File: src/rtl/bch_pkg.sv
// Constants for the bridge configuration header tail: offsets, fields, resets, timer counts.
// Assumes a single PCI clock domain and an asynchronous active-low reset.
//
// Contract
// - The capability pointer is read-only and always returns the power management block offset.
// - The option ROM base register is read-only and always reads as zero.
// - The interrupt line byte is a plain read/write store, reset to zero, steering nothing.
// - The interrupt pin byte is read-only and reads as zero.
// - Bridge control bits 15 to 12 read as zero and ignore writes.
// - With bit 11 set, a primary discard timer expiry signals a system error upstream.
// - Bit 10 is set whenever either discard timer expires and a delayed transaction is dropped.
// - Bit 10 stays set until software writes a one to it; writing zero leaves it alone.
// - Bit 9 selects the secondary discard timeout: 2^15 clocks when zero, 2^10 when one.
// - Bit 8 selects the primary discard timeout: 2^15 clocks when zero, 2^10 when one.
// - A discard timer reaching its count drops the delayed transaction from the queue.
// - Bit 7 reads as zero and ignores writes.
// - While bit 6 is one the secondary bus reset output is active.
// - The whole bridge control register resets to zero.
// - System error is driven upstream only when the command register error enable is set.
package bch_pkg;

   // Dword-aligned configuration byte offsets
   localparam logic [7:0] BCH_OFS_CAP_HEAD   = 8'h34;
   localparam logic [7:0] BCH_OFS_ROM_BASE   = 8'h38;
   localparam logic [7:0] BCH_OFS_IRQ_DWORD  = 8'h3c;
   // Byte offsets inside the last dword
   localparam logic [7:0] BCH_OFS_IRQ_NOTE   = 8'h3c;
   localparam logic [7:0] BCH_OFS_IRQ_TERM   = 8'h3d;
   localparam logic [7:0] BCH_OFS_SEC_CTRL   = 8'h3e;

   // Reset and fixed values
   localparam logic [7:0]  BCH_CAP_HEAD_VAL   = 8'hdc;
   localparam logic [31:0] BCH_ROM_BASE_VAL   = 32'h0000_0000;
   localparam logic [7:0]  BCH_IRQ_NOTE_RST   = 8'h00;
   localparam logic [7:0]  BCH_IRQ_TERM_VAL   = 8'h00;
   localparam logic [15:0] BCH_SEC_CTRL_RST   = 16'h0000;

   // Bridge control field positions
   localparam int BCH_BIT_DISC_SERR_EN = 11;
   localparam int BCH_BIT_DISC_STATUS  = 10;
   localparam int BCH_BIT_SEC_DISC_SEL = 9;
   localparam int BCH_BIT_PRI_DISC_SEL = 8;
   localparam int BCH_BIT_FAST_B2B     = 7;
   localparam int BCH_BIT_SEC_RESET    = 6;

   // Discard timer counts in PCI clocks
   localparam int BCH_DISC_LONG_EXP    = 15;
   localparam int BCH_DISC_SHORT_EXP   = 10;
   localparam int BCH_DISC_LONG_CLKS   = 1 << BCH_DISC_LONG_EXP;
   localparam int BCH_DISC_SHORT_CLKS  = 1 << BCH_DISC_SHORT_EXP;
   localparam int BCH_DISC_CNT_W       = 16;

endpackage : bch_pkg

File: src/rtl/bch_discard_timer.sv
// One delayed-transaction discard timer.
// Assumes start, repeat and select come from logic on the same PCI clock.
module bch_discard_timer #(
   parameter int LONG_CLKS  = bch_pkg::BCH_DISC_LONG_CLKS,
   parameter int SHORT_CLKS = bch_pkg::BCH_DISC_SHORT_CLKS
) (
   // Clock and reset
   input  wire logic clk,
   input  wire logic rstn,
   // Control
   input  wire logic start,
   input  wire logic master_repeat,
   input  wire logic short_sel,
   // Status
   output logic      running,
   output logic      expire
);
   import bch_pkg::*;

   logic [BCH_DISC_CNT_W-1:0] count;
   logic [BCH_DISC_CNT_W-1:0] limit;
   logic                      hit;

   assign limit = short_sel ? BCH_DISC_CNT_W'(SHORT_CLKS) : BCH_DISC_CNT_W'(LONG_CLKS);
   assign hit   = running && !master_repeat && (count >= limit);

   always_ff @(posedge clk or negedge rstn) begin
      if (!rstn) begin
         count   <= '0;
         running <= 1'b0;
         expire  <= 1'b0;
      end else begin
         expire <= hit;
         if (start) begin
            running <= 1'b1;
            count   <= BCH_DISC_CNT_W'(1);
         end else if (master_repeat || hit) begin
            running <= 1'b0;
            count   <= '0;
         end else if (running) begin
            count <= count + BCH_DISC_CNT_W'(1);
         end
      end
   end

endmodule : bch_discard_timer

File: src/rtl/bch_config_tail.sv
// Tail of the bridge configuration header: capability pointer, option ROM base,
// interrupt bytes and the upper bridge control bits, with both discard timers.
// Assumes config cycles are already decoded to a one-cycle request on the PCI clock.
module bch_config_tail
   import bch_pkg::*;
#(
   parameter int LONG_CLKS  = bch_pkg::BCH_DISC_LONG_CLKS,
   parameter int SHORT_CLKS = bch_pkg::BCH_DISC_SHORT_CLKS
) (
   // Clock and reset
   input  wire logic        clk,
   input  wire logic        rstn,
   // Configuration access
   input  wire logic        cfg_req,
   input  wire logic        cfg_write,
   input  wire logic [7:0]  cfg_addr,
   input  wire logic [3:0]  cfg_byte_en_n,
   input  wire logic [31:0] cfg_wdata,
   output logic             cfg_ack,
   output logic             cfg_hit,
   output logic [31:0]      cfg_rdata,
   // Primary command register
   input  wire logic        serr_enable,
   // Delayed transaction events
   input  wire logic        pri_dt_complete,
   input  wire logic        pri_dt_repeat,
   input  wire logic        sec_dt_complete,
   input  wire logic        sec_dt_repeat,
   output logic             pri_dt_discard,
   output logic             sec_dt_discard,
   // Upstream system error, open drain
   output logic             upstream_system_error_out,
   output logic             upstream_system_error_oe_n,
   // Secondary bus reset
   output logic             sec_bus_reset_n
);
   import bch_pkg::*;

   logic [7:0]  irq_routing_note;
   logic        disc_serr_en;
   logic        disc_status;
   logic        sec_disc_sel;
   logic        pri_disc_sel;
   logic        sec_reset;
   logic        serr_drive;

   logic        pri_running;
   logic        sec_running;
   logic        pri_expire;
   logic        sec_expire;

   // Address decode
   wire         sel_cap   = cfg_addr[7:2] == BCH_OFS_CAP_HEAD[7:2];
   wire         sel_rom   = cfg_addr[7:2] == BCH_OFS_ROM_BASE[7:2];
   wire         sel_irq   = cfg_addr[7:2] == BCH_OFS_IRQ_DWORD[7:2];
   wire         hit       = sel_cap || sel_rom || sel_irq;
   wire         wr_irq    = cfg_req && cfg_write && sel_irq;
   wire         wr_note   = wr_irq && !cfg_byte_en_n[BCH_OFS_IRQ_NOTE[1:0]];
   wire         wr_ctl_lo = wr_irq && !cfg_byte_en_n[BCH_OFS_SEC_CTRL[1:0]];
   wire         wr_ctl_hi = wr_irq && !cfg_byte_en_n[BCH_OFS_SEC_CTRL[1:0] + 2'd1];
   wire  [15:0] ctl_wdata = cfg_wdata[31:16];

   // Bridge control image; unlisted bits read zero
   wire  [15:0] sec_ctrl_rd = {4'h0,
                               disc_serr_en, disc_status, sec_disc_sel, pri_disc_sel,
                               1'b0,
                               sec_reset, 6'h00};

   // Read data selection; read-only values are constants
   wire  [31:0] rd_mux = sel_cap ? {24'h00_0000, BCH_CAP_HEAD_VAL} :
                         sel_rom ? BCH_ROM_BASE_VAL :
                         sel_irq ? {sec_ctrl_rd, BCH_IRQ_TERM_VAL, irq_routing_note} :
                                   32'h0000_0000;

   // Discard status: a set in the same cycle as a write-one clear wins
   wire         disc_event = pri_expire || sec_expire;
   wire         disc_clear = wr_ctl_hi && ctl_wdata[BCH_BIT_DISC_STATUS];
   wire         next_disc_status = disc_event ? 1'b1 :
                                   disc_clear ? 1'b0 : disc_status;

   wire         serr_req = pri_expire && disc_serr_en && serr_enable;
   wire         next_sec_reset_val = wr_ctl_lo ? ctl_wdata[BCH_BIT_SEC_RESET] : sec_reset;

   // Bus answer
   always_ff @(posedge clk or negedge rstn) begin
      if (!rstn) begin
         cfg_ack   <= 1'b0;
         cfg_hit   <= 1'b0;
         cfg_rdata <= 32'h0000_0000;
      end else begin
         cfg_ack   <= cfg_req;
         cfg_hit   <= cfg_req && hit;
         cfg_rdata <= (cfg_req && !cfg_write) ? rd_mux : 32'h0000_0000;
      end
   end

   // Interrupt routing byte, read/write, no hardware effect
   always_ff @(posedge clk or negedge rstn) begin
      if (!rstn) begin
         irq_routing_note <= BCH_IRQ_NOTE_RST;
      end else if (wr_note) begin
         irq_routing_note <= cfg_wdata[7:0];
      end
   end

   // Bridge control upper byte; writes elsewhere leave read-only fields alone
   always_ff @(posedge clk or negedge rstn) begin
      if (!rstn) begin
         disc_serr_en <= BCH_SEC_CTRL_RST[BCH_BIT_DISC_SERR_EN];
         sec_disc_sel <= BCH_SEC_CTRL_RST[BCH_BIT_SEC_DISC_SEL];
         pri_disc_sel <= BCH_SEC_CTRL_RST[BCH_BIT_PRI_DISC_SEL];
         disc_status  <= BCH_SEC_CTRL_RST[BCH_BIT_DISC_STATUS];
      end else begin
         disc_status <= next_disc_status;
         if (wr_ctl_hi) begin
            disc_serr_en <= ctl_wdata[BCH_BIT_DISC_SERR_EN];
            sec_disc_sel <= ctl_wdata[BCH_BIT_SEC_DISC_SEL];
            pri_disc_sel <= ctl_wdata[BCH_BIT_PRI_DISC_SEL];
         end
      end
   end

   // Bridge control lower byte: only the secondary reset is held here
   always_ff @(posedge clk or negedge rstn) begin
      if (!rstn) begin
         sec_reset <= BCH_SEC_CTRL_RST[BCH_BIT_SEC_RESET];
      end else if (wr_ctl_lo) begin
         sec_reset <= ctl_wdata[BCH_BIT_SEC_RESET];
      end
   end

   // Outputs to pins and queue
   always_ff @(posedge clk or negedge rstn) begin
      if (!rstn) begin
         sec_bus_reset_n <= 1'b1;
         serr_drive      <= 1'b0;
         pri_dt_discard  <= 1'b0;
         sec_dt_discard  <= 1'b0;
      end else begin
         sec_bus_reset_n <= !next_sec_reset_val;
         serr_drive      <= serr_req;
         pri_dt_discard  <= pri_expire;
         sec_dt_discard  <= sec_expire;
      end
   end

   // Open-drain system error: value always low, enable low while driving
   assign upstream_system_error_out  = 1'b0;
   assign upstream_system_error_oe_n = !serr_drive;

   // Discard timers
   bch_discard_timer #(
      .LONG_CLKS  (LONG_CLKS),
      .SHORT_CLKS (SHORT_CLKS)
   ) u_pri_timer (
      .clk           (clk),
      .rstn          (rstn),
      .start         (pri_dt_complete),
      .master_repeat (pri_dt_repeat),
      .short_sel     (pri_disc_sel),
      .running       (pri_running),
      .expire        (pri_expire)
   );

   bch_discard_timer #(
      .LONG_CLKS  (LONG_CLKS),
      .SHORT_CLKS (SHORT_CLKS)
   ) u_sec_timer (
      .clk           (clk),
      .rstn          (rstn),
      .start         (sec_dt_complete),
      .master_repeat (sec_dt_repeat),
      .short_sel     (sec_disc_sel),
      .running       (sec_running),
      .expire        (sec_expire)
   );

endmodule : bch_config_tail

File: config.mk
export PLATFORM = sky130hd
export DESIGN_NAME = bch_config_tail
export DESIGN_NICKNAME = d
export VERILOG_FILES = /design/src/rtl/bch_pkg.sv /design/src/rtl/bch_discard_timer.sv /design/src/rtl/bch_config_tail.sv
export SDC_FILE = /design/constraint.sdc
export NUM_CORES = 1
export LEC_CHECK = 0
export ABC_AREA = 1
export BUFFER_PORTS_ARGS = -buffer_cell sky130_fd_sc_hd__buf_4
export CAP_MARGIN = 20
export CORE_ASPECT_RATIO = 0.7
export CORE_MARGIN = 2
export CORE_UTILIZATION = 39
export DETAILED_ROUTE_END_ITERATION = 16
export GPL_TIMING_DRIVEN = 0
export HOLD_SLACK_MARGIN = 0.1
export PLACE_DENSITY_LB_ADDON = 0.3
export SLEW_MARGIN = 10
export SYNTH_ARGS = -nofsm -noshare
export SYNTH_HDL_FRONTEND = slang
export SYNTH_HIERARCHICAL = 1
export SYNTH_SLANG_ARGS = --single-unit
File: constraint.sdc
create_clock -name clk -period 2.5 [get_ports clk]
set_clock_uncertainty 0.2 [all_clocks]
set_input_delay 0.375 -clock clk [delete_from_list [all_inputs] [get_ports clk]]
set_output_delay 0.375 -clock clk [all_outputs]
set_load 0.01 [all_outputs]
==> results.tsv, run 1 <==
metric	value	unit
vdd_drop_max	0.3275	mV
wl_per_cell	11.21	um
finalCriticalPeriod	1.960	ns
yosysMostFrequentCell	nand2_1	
drv_cap	0	
async_reset_ff_share	100.0	%
cpMaxStageDelayCell	dfrtp_1	
syn-cell-area	0.003613	mm^2
tightest_slew	0.8521	ns
crit_chain	ha_1 > or2_2 > nand2_1 > nand2_1 > nand2_2 > nand3_4 > buf_6 > nor2_1	
drt-initial-drc-count	183	
fin_cells	671	
clk_latency	0.33	ns
fin_util	51.71	%
via_per_inst	4.350	
cp_max_fo	10	
netlist_top_cells_area	dfrtp_1 (46%), nand2_1 (10%), nor2_1 (8.3%)	
synthAdderAreaFrac	2.770	%
reg2reg_slack	0.54	ns
critPathKind	reg2reg	
synth_edf_count	0	
die_height	84.54	um
clk_pin_slew	0.06	ns
clock.fmax	510.2	MHz
wl_met2	3405	um
area_growth	29.29	%
finalHoldViolCount	0	
grt_overflow	0	
post-route-drc-count	0	
setup_viol	0	
grt_first_pass_wirelength	13080	um
boundaryPins	92	
place_congestion	0.7768	
dp_slack	0.5382	ns
cts_buffers	9	
rsz0062_at_grt	false	
power_density	587.8	mW/mm^2
dr.pass1.iters	5	
end_kind	flop	
cp_common_cell	nand2_1	
synth-seq-cells	68	
top_layer_used	met4	
n_fill_cell	827	
power	2.746	mW
dp_hpwl	5452	um
grt_start_max_net_pins	69	
core-area	0.009035	mm^2
synth_compound_area_share	4.224	%
diodes	0	
wl	7523	um
cts_tree	yes	
antenna_found_initial	0	
yosys.area.top_type	dfrtp_1	
fin_nets	603	
cts_setup_buffers	0	
cts.sink_count	68	
setup_ws	0.5401	ns
syn_area_per_cell	8.048	um^2
slew_headroom	43.19	%
wl_met1	3720	um
min_period_over_period	78.40	%
slew_violations	0	
synthTopCellsByCount	nand2_1 (99), nor2_1 (80), dfrtp_1 (67)	
hold-worst-slack	0.1117	ns
io_buffers	49	
path_buf_inv	1	
wl_met3	319	um
yosys-mux-area-fraction	0	%
track_usage	16.47	%
die-width	119.1	um
dpl_cell_area	0.004208	mm^2
synth_xor_area_share	2.424	%
synth_top_family_by_area	simple AND/OR/NAND/NOR gates	
hp-class	in2reg	
crit_arrival	2.02	ns
htreeDepth	3	
stdcell_area	0.004672	mm^2
detail-route-antenna-nets	0	
start_util	39.99	%
grt_pass1_vias	2817	
vias	2919	
synth_ff_type	dfrtp_1	
clockBufferDepth	2	
cp-start-kind	flop	
post_cts_resized	0	
crit_required	2.56	ns
root_buffer	clkbuf_16	
leakage	2.384	nW
place_inst	641	
ys_seq_area_share	47.13	%
num_rows	29	
drive_gt1_share	22.49	%
yosysUniqueCellTypes	24	
cp_slowest_stage_delay	0.41	ns
synth_top_area_share	46.40	%
fin_tns_setup	0	ns
synth-warning-count	6	
die_area	0.01006	mm^2
cpLargestDelayFamily	simple AND/OR/NAND/NOR gates	
status	complete, no violations	
synth_cells	449	
yosys.area_share.simple	30.89	%
-- registers in the layout, indices dropped and copies added, names as in the netlist, named ones only --
signal and flops:
u_pri_timer/running 1, serr_drive 1, pri_disc_sel 1, sec_bus_reset_n 1, u_pri_timer/count 16, cfg_hit 1
u_sec_timer/expire 1, irq_routing_note 8, disc_serr_en 1, u_sec_timer/count 16, u_sec_timer/running 1, disc_status 1
pri_dt_discard 1, sec_dt_discard 1, cfg_ack 1, u_pri_timer/expire 1, sec_disc_sel 1, cfg_rdata 13
-- worst paths after layout --
| check | startpoint | endpoint | cells after the start |
|---|---|---|---|
| max | sec_disc_sel | u_sec_timer/count[2] | 8 |
| min | cfg_wdata[24] | pri_disc_sel | 3 |
| max reg2reg | sec_disc_sel | u_sec_timer/count[2] | 8 |
| min reg2reg | u_sec_timer/expire | sec_dt_discard | 0 |
| max in group asynchronous | rstn | pri_dt_discard | 2 |
| min in group asynchronous | rstn | u_pri_timer/count[1] | 2 |
-- cells by family (layout without fill, tap and decap cells) --
| family | after synthesis | after routing |
|---|---|---|
| fa+ha+maj | 8 | 8 |
| flops | 68 | 68 |
| xor+xnor | 10 | 10 |
| compound gates | 23 | 23 |
| other cells | 1 | 20 |
| buf+inv | 92 | 171 |
| simple gates | 247 | 247 |
-- layout by cell type, fill, tap and decap left out, types with 3 or more instances in the layout --
master         instances
nand4_1               10
dlygate4sd3_1         14
o21bai_1               3
inv_1                 65
nand2_1               99
buf_6                  3
dfrtp_1               67
clkbuf_16              9
nor2_4                 6
ha_1                   8
nor2_2                 3
xnor2_1                4
nor2_1                80
xor2_1                 6
nor3_1                 9
o21ai_0                9
o21ai_2                8
nand3_4                3
a21oi_1                3
nand3_1               27
buf_4                 71
conb_1                20
nand2_2                8
-- where the power goes --
part           switching [mW]  leakage [nW]  internal [mW]
Clock                   0.487         0.156          0.879
Combinational           0.128          1.31          0.111
Sequential             0.0175         0.919           1.12
-- worst register-to-register path, stage by stage, from the launching register on --
cell and delay [ns]:
dfrtp_1 0.41, ha_1 0.31, or2_2 0.29, nand2_1 0.10, nand2_1 0.07, nand2_2 0.12
nand3_4 0.12, buf_6 0.17, nor2_1 0.09
-- cell type report --
cell class | instances | area [um^2] | area share, %
Buffer | 25 | 198.9 | 4.258
Clock buffer | 9 | 225.2 | 4.821
Clock inverter | 7 | 98.84 | 2.116
Inverter | 67 | 251.5 | 5.383
Multi-Input combinational cell | 308 | 1531 | 32.78
Sequential cell | 68 | 1703 | 36.45
Tap cell | 124 | 155.1 | 3.321
Timing Repair Buffer | 63 | 508.0 | 10.87
-- metal layers --
layer | track usage [%] | vias up
met4 | 5.411 | 0
met5 | 0 | -
met1 | 22.29 | 1338
met2 | 25.08 | 48
li1 | - | 1527
met3 | 5.367 | 6
-- what timing repair did --
action,4_1_cts,5_1_grt
hold endpoints to repair,83,0
hold buffers,14,0
endpoints found under the setup margin,0,0
(Power assumes the default switching activity.)
==> inputs of run 2 (changes only) <==
--- a/config.mk
+++ b/config.mk
@@ -5,7 +5,7 @@
 export SDC_FILE = /design/constraint.sdc
 export NUM_CORES = 1
 export LEC_CHECK = 0
-export ABC_AREA = 1
+export ABC_AREA = 0
 export BUFFER_PORTS_ARGS = -buffer_cell sky130_fd_sc_hd__buf_4
 export CAP_MARGIN = 20
 export CORE_ASPECT_RATIO = 0.7
==> constraint.sdc (replaced) <==
create_clock -name clk -period 1.6 [get_ports clk]
set_clock_uncertainty 0.2 [all_clocks]
set_input_delay 0.24 -clock clk [delete_from_list [all_inputs] [get_ports clk]]
set_output_delay 0.24 -clock clk [all_outputs]
set_load 0.01 [all_outputs]
==> run 2 against run 1 <==
First-iteration DRC count rose by 21%. Maximum frequency decreased by 3.4%. Synthesized cell count is 23% lower. Area after synthesis is 0.45% higher. Sequential power grew 57%. Highest routed layer unchanged. The flow now finishes with violations (hold timing, setup timing). Largest cell class is now multi-input gates. Register-to-register slack got worse by 0.97 ns. Critical endpoint is now u_sec_timer/count[15]. Critical path type unchanged.
==> results.tsv, run 2 <==
metric	value	unit	change
dp_hpwl	5826	um	+6.9%
vias	3210		+10%
finalHoldViolCount	1		+1
synth_cells	345		-23%
setup_ws	-0.4287	ns	-0.9688 ns
async_reset_ff_share	100.0	%	unchanged
crit_required	1.64	ns	-0.92 ns
wl_met2	4554	um	+34%
clk_latency	0.32	ns	about the same
yosys.area_share.simple	25.51	%	-5.4 points
slew_violations	0		unchanged
htreeDepth	3		unchanged
synth_edf_count	0		unchanged
critPathKind	reg2reg		
slew_headroom	43.47	%	+0.27 points
synth_top_area_share	46.19	%	-0.21 points
grt_overflow	0		unchanged
boundaryPins	92		unchanged
wl_met3	802	um	+150%
dp_slack	-0.6667	ns	-1.205 ns
clockBufferDepth	2		unchanged
hold-worst-slack	-0.01209	ns	-0.1238 ns
top_layer_used	met4		
power_density	773.4	mW/mm^2	+32%
combPwrFrac	12.3	%	+3.6 points
yosys-mux-area-fraction	5.102	%	+5.1 points
vdd_drop_max	0.6451	mV	+97%
rsz0062_at_grt	true		
cts.sink_count	68		unchanged
yosysUniqueCellTypes	46		+92%
synth_top_family_by_area	simple AND/OR/NAND/NOR gates		
track_usage	19.33	%	+2.9 points
wl_per_cell	16.22	um	+45%
die_area	0.01011	mm^2	+0.43%
status	complete, but fails checks		
fin_nets	534		-11%
syn-cell-area	0.003630	mm^2	+0.45%
drive_gt1_share	39.54	%	+17 points
internal_power	3.097	mW	+47%
yosys.area.top_type	dfrtp_1		
top_regs	u_pri_timer/count (16), u_sec_timer/count (16), cfg_rdata (13)		
antenna_found_initial	0		unchanged
root_buffer	clkbuf_16		
wl_met1	4278	um	+15%
ys_seq_area_share	46.91	%	-0.21 points
dr.pass1.iters	6		+1
worstSetupStartpoint	u_sec_timer/count[6]		
die-width	119.3	um	+0.21%
clkPwrFrac	44.4	%	-5.3 points
crit_arrival	2.07	ns	+0.05 ns
detail-route-antenna-nets	0		unchanged
clock.fmax	492.9	MHz	-3.4%
p_sw_share	24.87	%	+1.8 points
grt_pass1_vias	3214		+14%
min_from	cfg_byte_en_n[2]		
cp_max_fo	6		-4
min_period_over_period	126.8	%	+48 points
syn_area_per_cell	10.52	um^2	+31%
finalCriticalPeriod	2.029	ns	+0.06878 ns
io_buffers	47		-4.1%
synth-warning-count	6		unchanged
synthAdderAreaFrac	2.758	%	-0.012 points
failed_checks	hold timing, setup timing		
wl	9763	um	+30%
start_util	40.01	%	about the same
die_height	84.72	um	+0.21%
via_per_inst	5.332		+23%
layout_common_cells	buf_4 (84), dfrtp_1 (59), dlygate4sd3_1 (25)		
cts_tree	yes		
cp-start-kind	flop		
synth_xor_area_share	3.378	%	+0.95 points
synth-seq-cells	68		unchanged
holdBufCountCts	25		+11
place_congestion	0.8605		+11%
reg2reg_from	u_sec_timer/count[6]		
fin_cells	602		-10%
hp-class	in2reg		
fin_tns_setup	-13.62	ns	-13.62 ns
netSwitchingPower	1.025	mW	+62%
synthTopCellsByCount	dfrtp_1 (67), nand4_1 (24), inv_1 (23)		
place_inst	535		-17%
grt_first_pass_wirelength	15780	um	+21%
end_kind	flop		
leakage	2.343	nW	-1.7%
grt_start_max_net_pins	69		unchanged
synth_ff_type	dfrtp_1		
pwr-share-seq	43.4	%	+1.9 points
diodes	0		unchanged
core-area	0.009071	mm^2	+0.40%
drt-initial-drc-count	221		+21%
num_rows	29		unchanged
drv_cap	0		unchanged
netlist_top_cells_area	dfrtp_1 (46%), buf_4 (4.6%), nand4_1 (4.1%)		
area_growth	46.85	%	
clk_pin_slew	0.06	ns	about the same
synth_compound_area_share	8.376	%	+4.2 points
setup_viol	36		+36
cts_buffers	9		unchanged
post-route-drc-count	0		unchanged
tightest_slew	0.8480	ns	-0.004085 ns
final_common_cell	buf_4		
yosysMostFrequentCell	dfrtp_1		
## run 2: layout make-up
class                      count  area, um^2
tap                          124       155.1
inverter                      23       86.33
sequential                    68        1713
clock buffer                  10       239.0
timing repair buffer          98       852.1
fill                         753        3741
multi-input combinational    243        2017
buffer                        30       227.7
clock inverter                 6       40.04
## run 2: cell families after synthesis
| logic type | after synthesis |
|---|---|
| muxes | 17 |
| xor gates and xnor gates | 14 |
| buffers and inverters | 53 |
| other | 1 |
| AOI/OAI and AO/OA | 42 |
| DFF | 68 |
| and+or+nand+nor | 142 |
| adders and majority gates | 8 |
## run 2: path summary, 6_finish.rpt
check	endpoint	slack (ns)	depth (start not counted)
setup reg to reg	u_sec_timer/count[15]	-0.43	4
setup / recovery	u_sec_timer/count[15]	-0.43	4
hold reg to reg	pri_dt_discard	0.20	0
hold / removal	sec_bus_reset_n	-0.01	3
max in group asynchronous	u_sec_timer/count[3]	0.22	2
min in group asynchronous	cfg_rdata[27]	0.38	2
## run 2: repair_timing
action                                  in CTS  in global routing
cloned                                       1                  0
pin swaps                                   21                 16
endpoints found under the setup margin      36                 43
setup buffers                               21                  4
gates resized for setup                     28                 29
endpoints found under the hold margin       95                  1
## run 2: metal layers
metal,global-route usage (%),vias up
met1,26.18,1548
met4,7.273,0
met5,0,-
met2,29.57,147
li1,-,1493
met3,5.639,22
## run 2: worst max-delay path, cell delays in order, from the launching register on
cell and delay (ns):
dfrtp_1 0.50, nand4_1 0.21, or3_4 0.37, or4_1 0.44
a211oi_2 0.22
## run 2: power groups by stage
stage	Sequential, mW	Combinational (mW)	Clock [mW]
after floorplan	1.81	0.213	0
after global placement	1.81	0.350	0
after detailed placement	1.81	0.355	0
after CTS	1.78	0.449	1.87
after global routing	1.79	0.547	1.94
final	1.79	0.506	1.83
## run 2: stage by stage
| step | hold slack (ns) | utilization (%) | total power [mW] | area [um^2] |
|---|---|---|---|---|
| after global routing | -0.01034 | 58.76 | 4.277 | 5330 |
| final | -0.01209 | 58.76 | 4.123 | 5330 |
| after global placement | 0.1883 | 46.73 | 2.162 | 4239 |
| after detailed placement | 0.1898 | 46.73 | 2.169 | 4239 |
| after floorplan | -0.2556 | - | 2.020 | 3731 |
| after CTS | -0.03083 | 56.11 | 4.105 | 5090 |
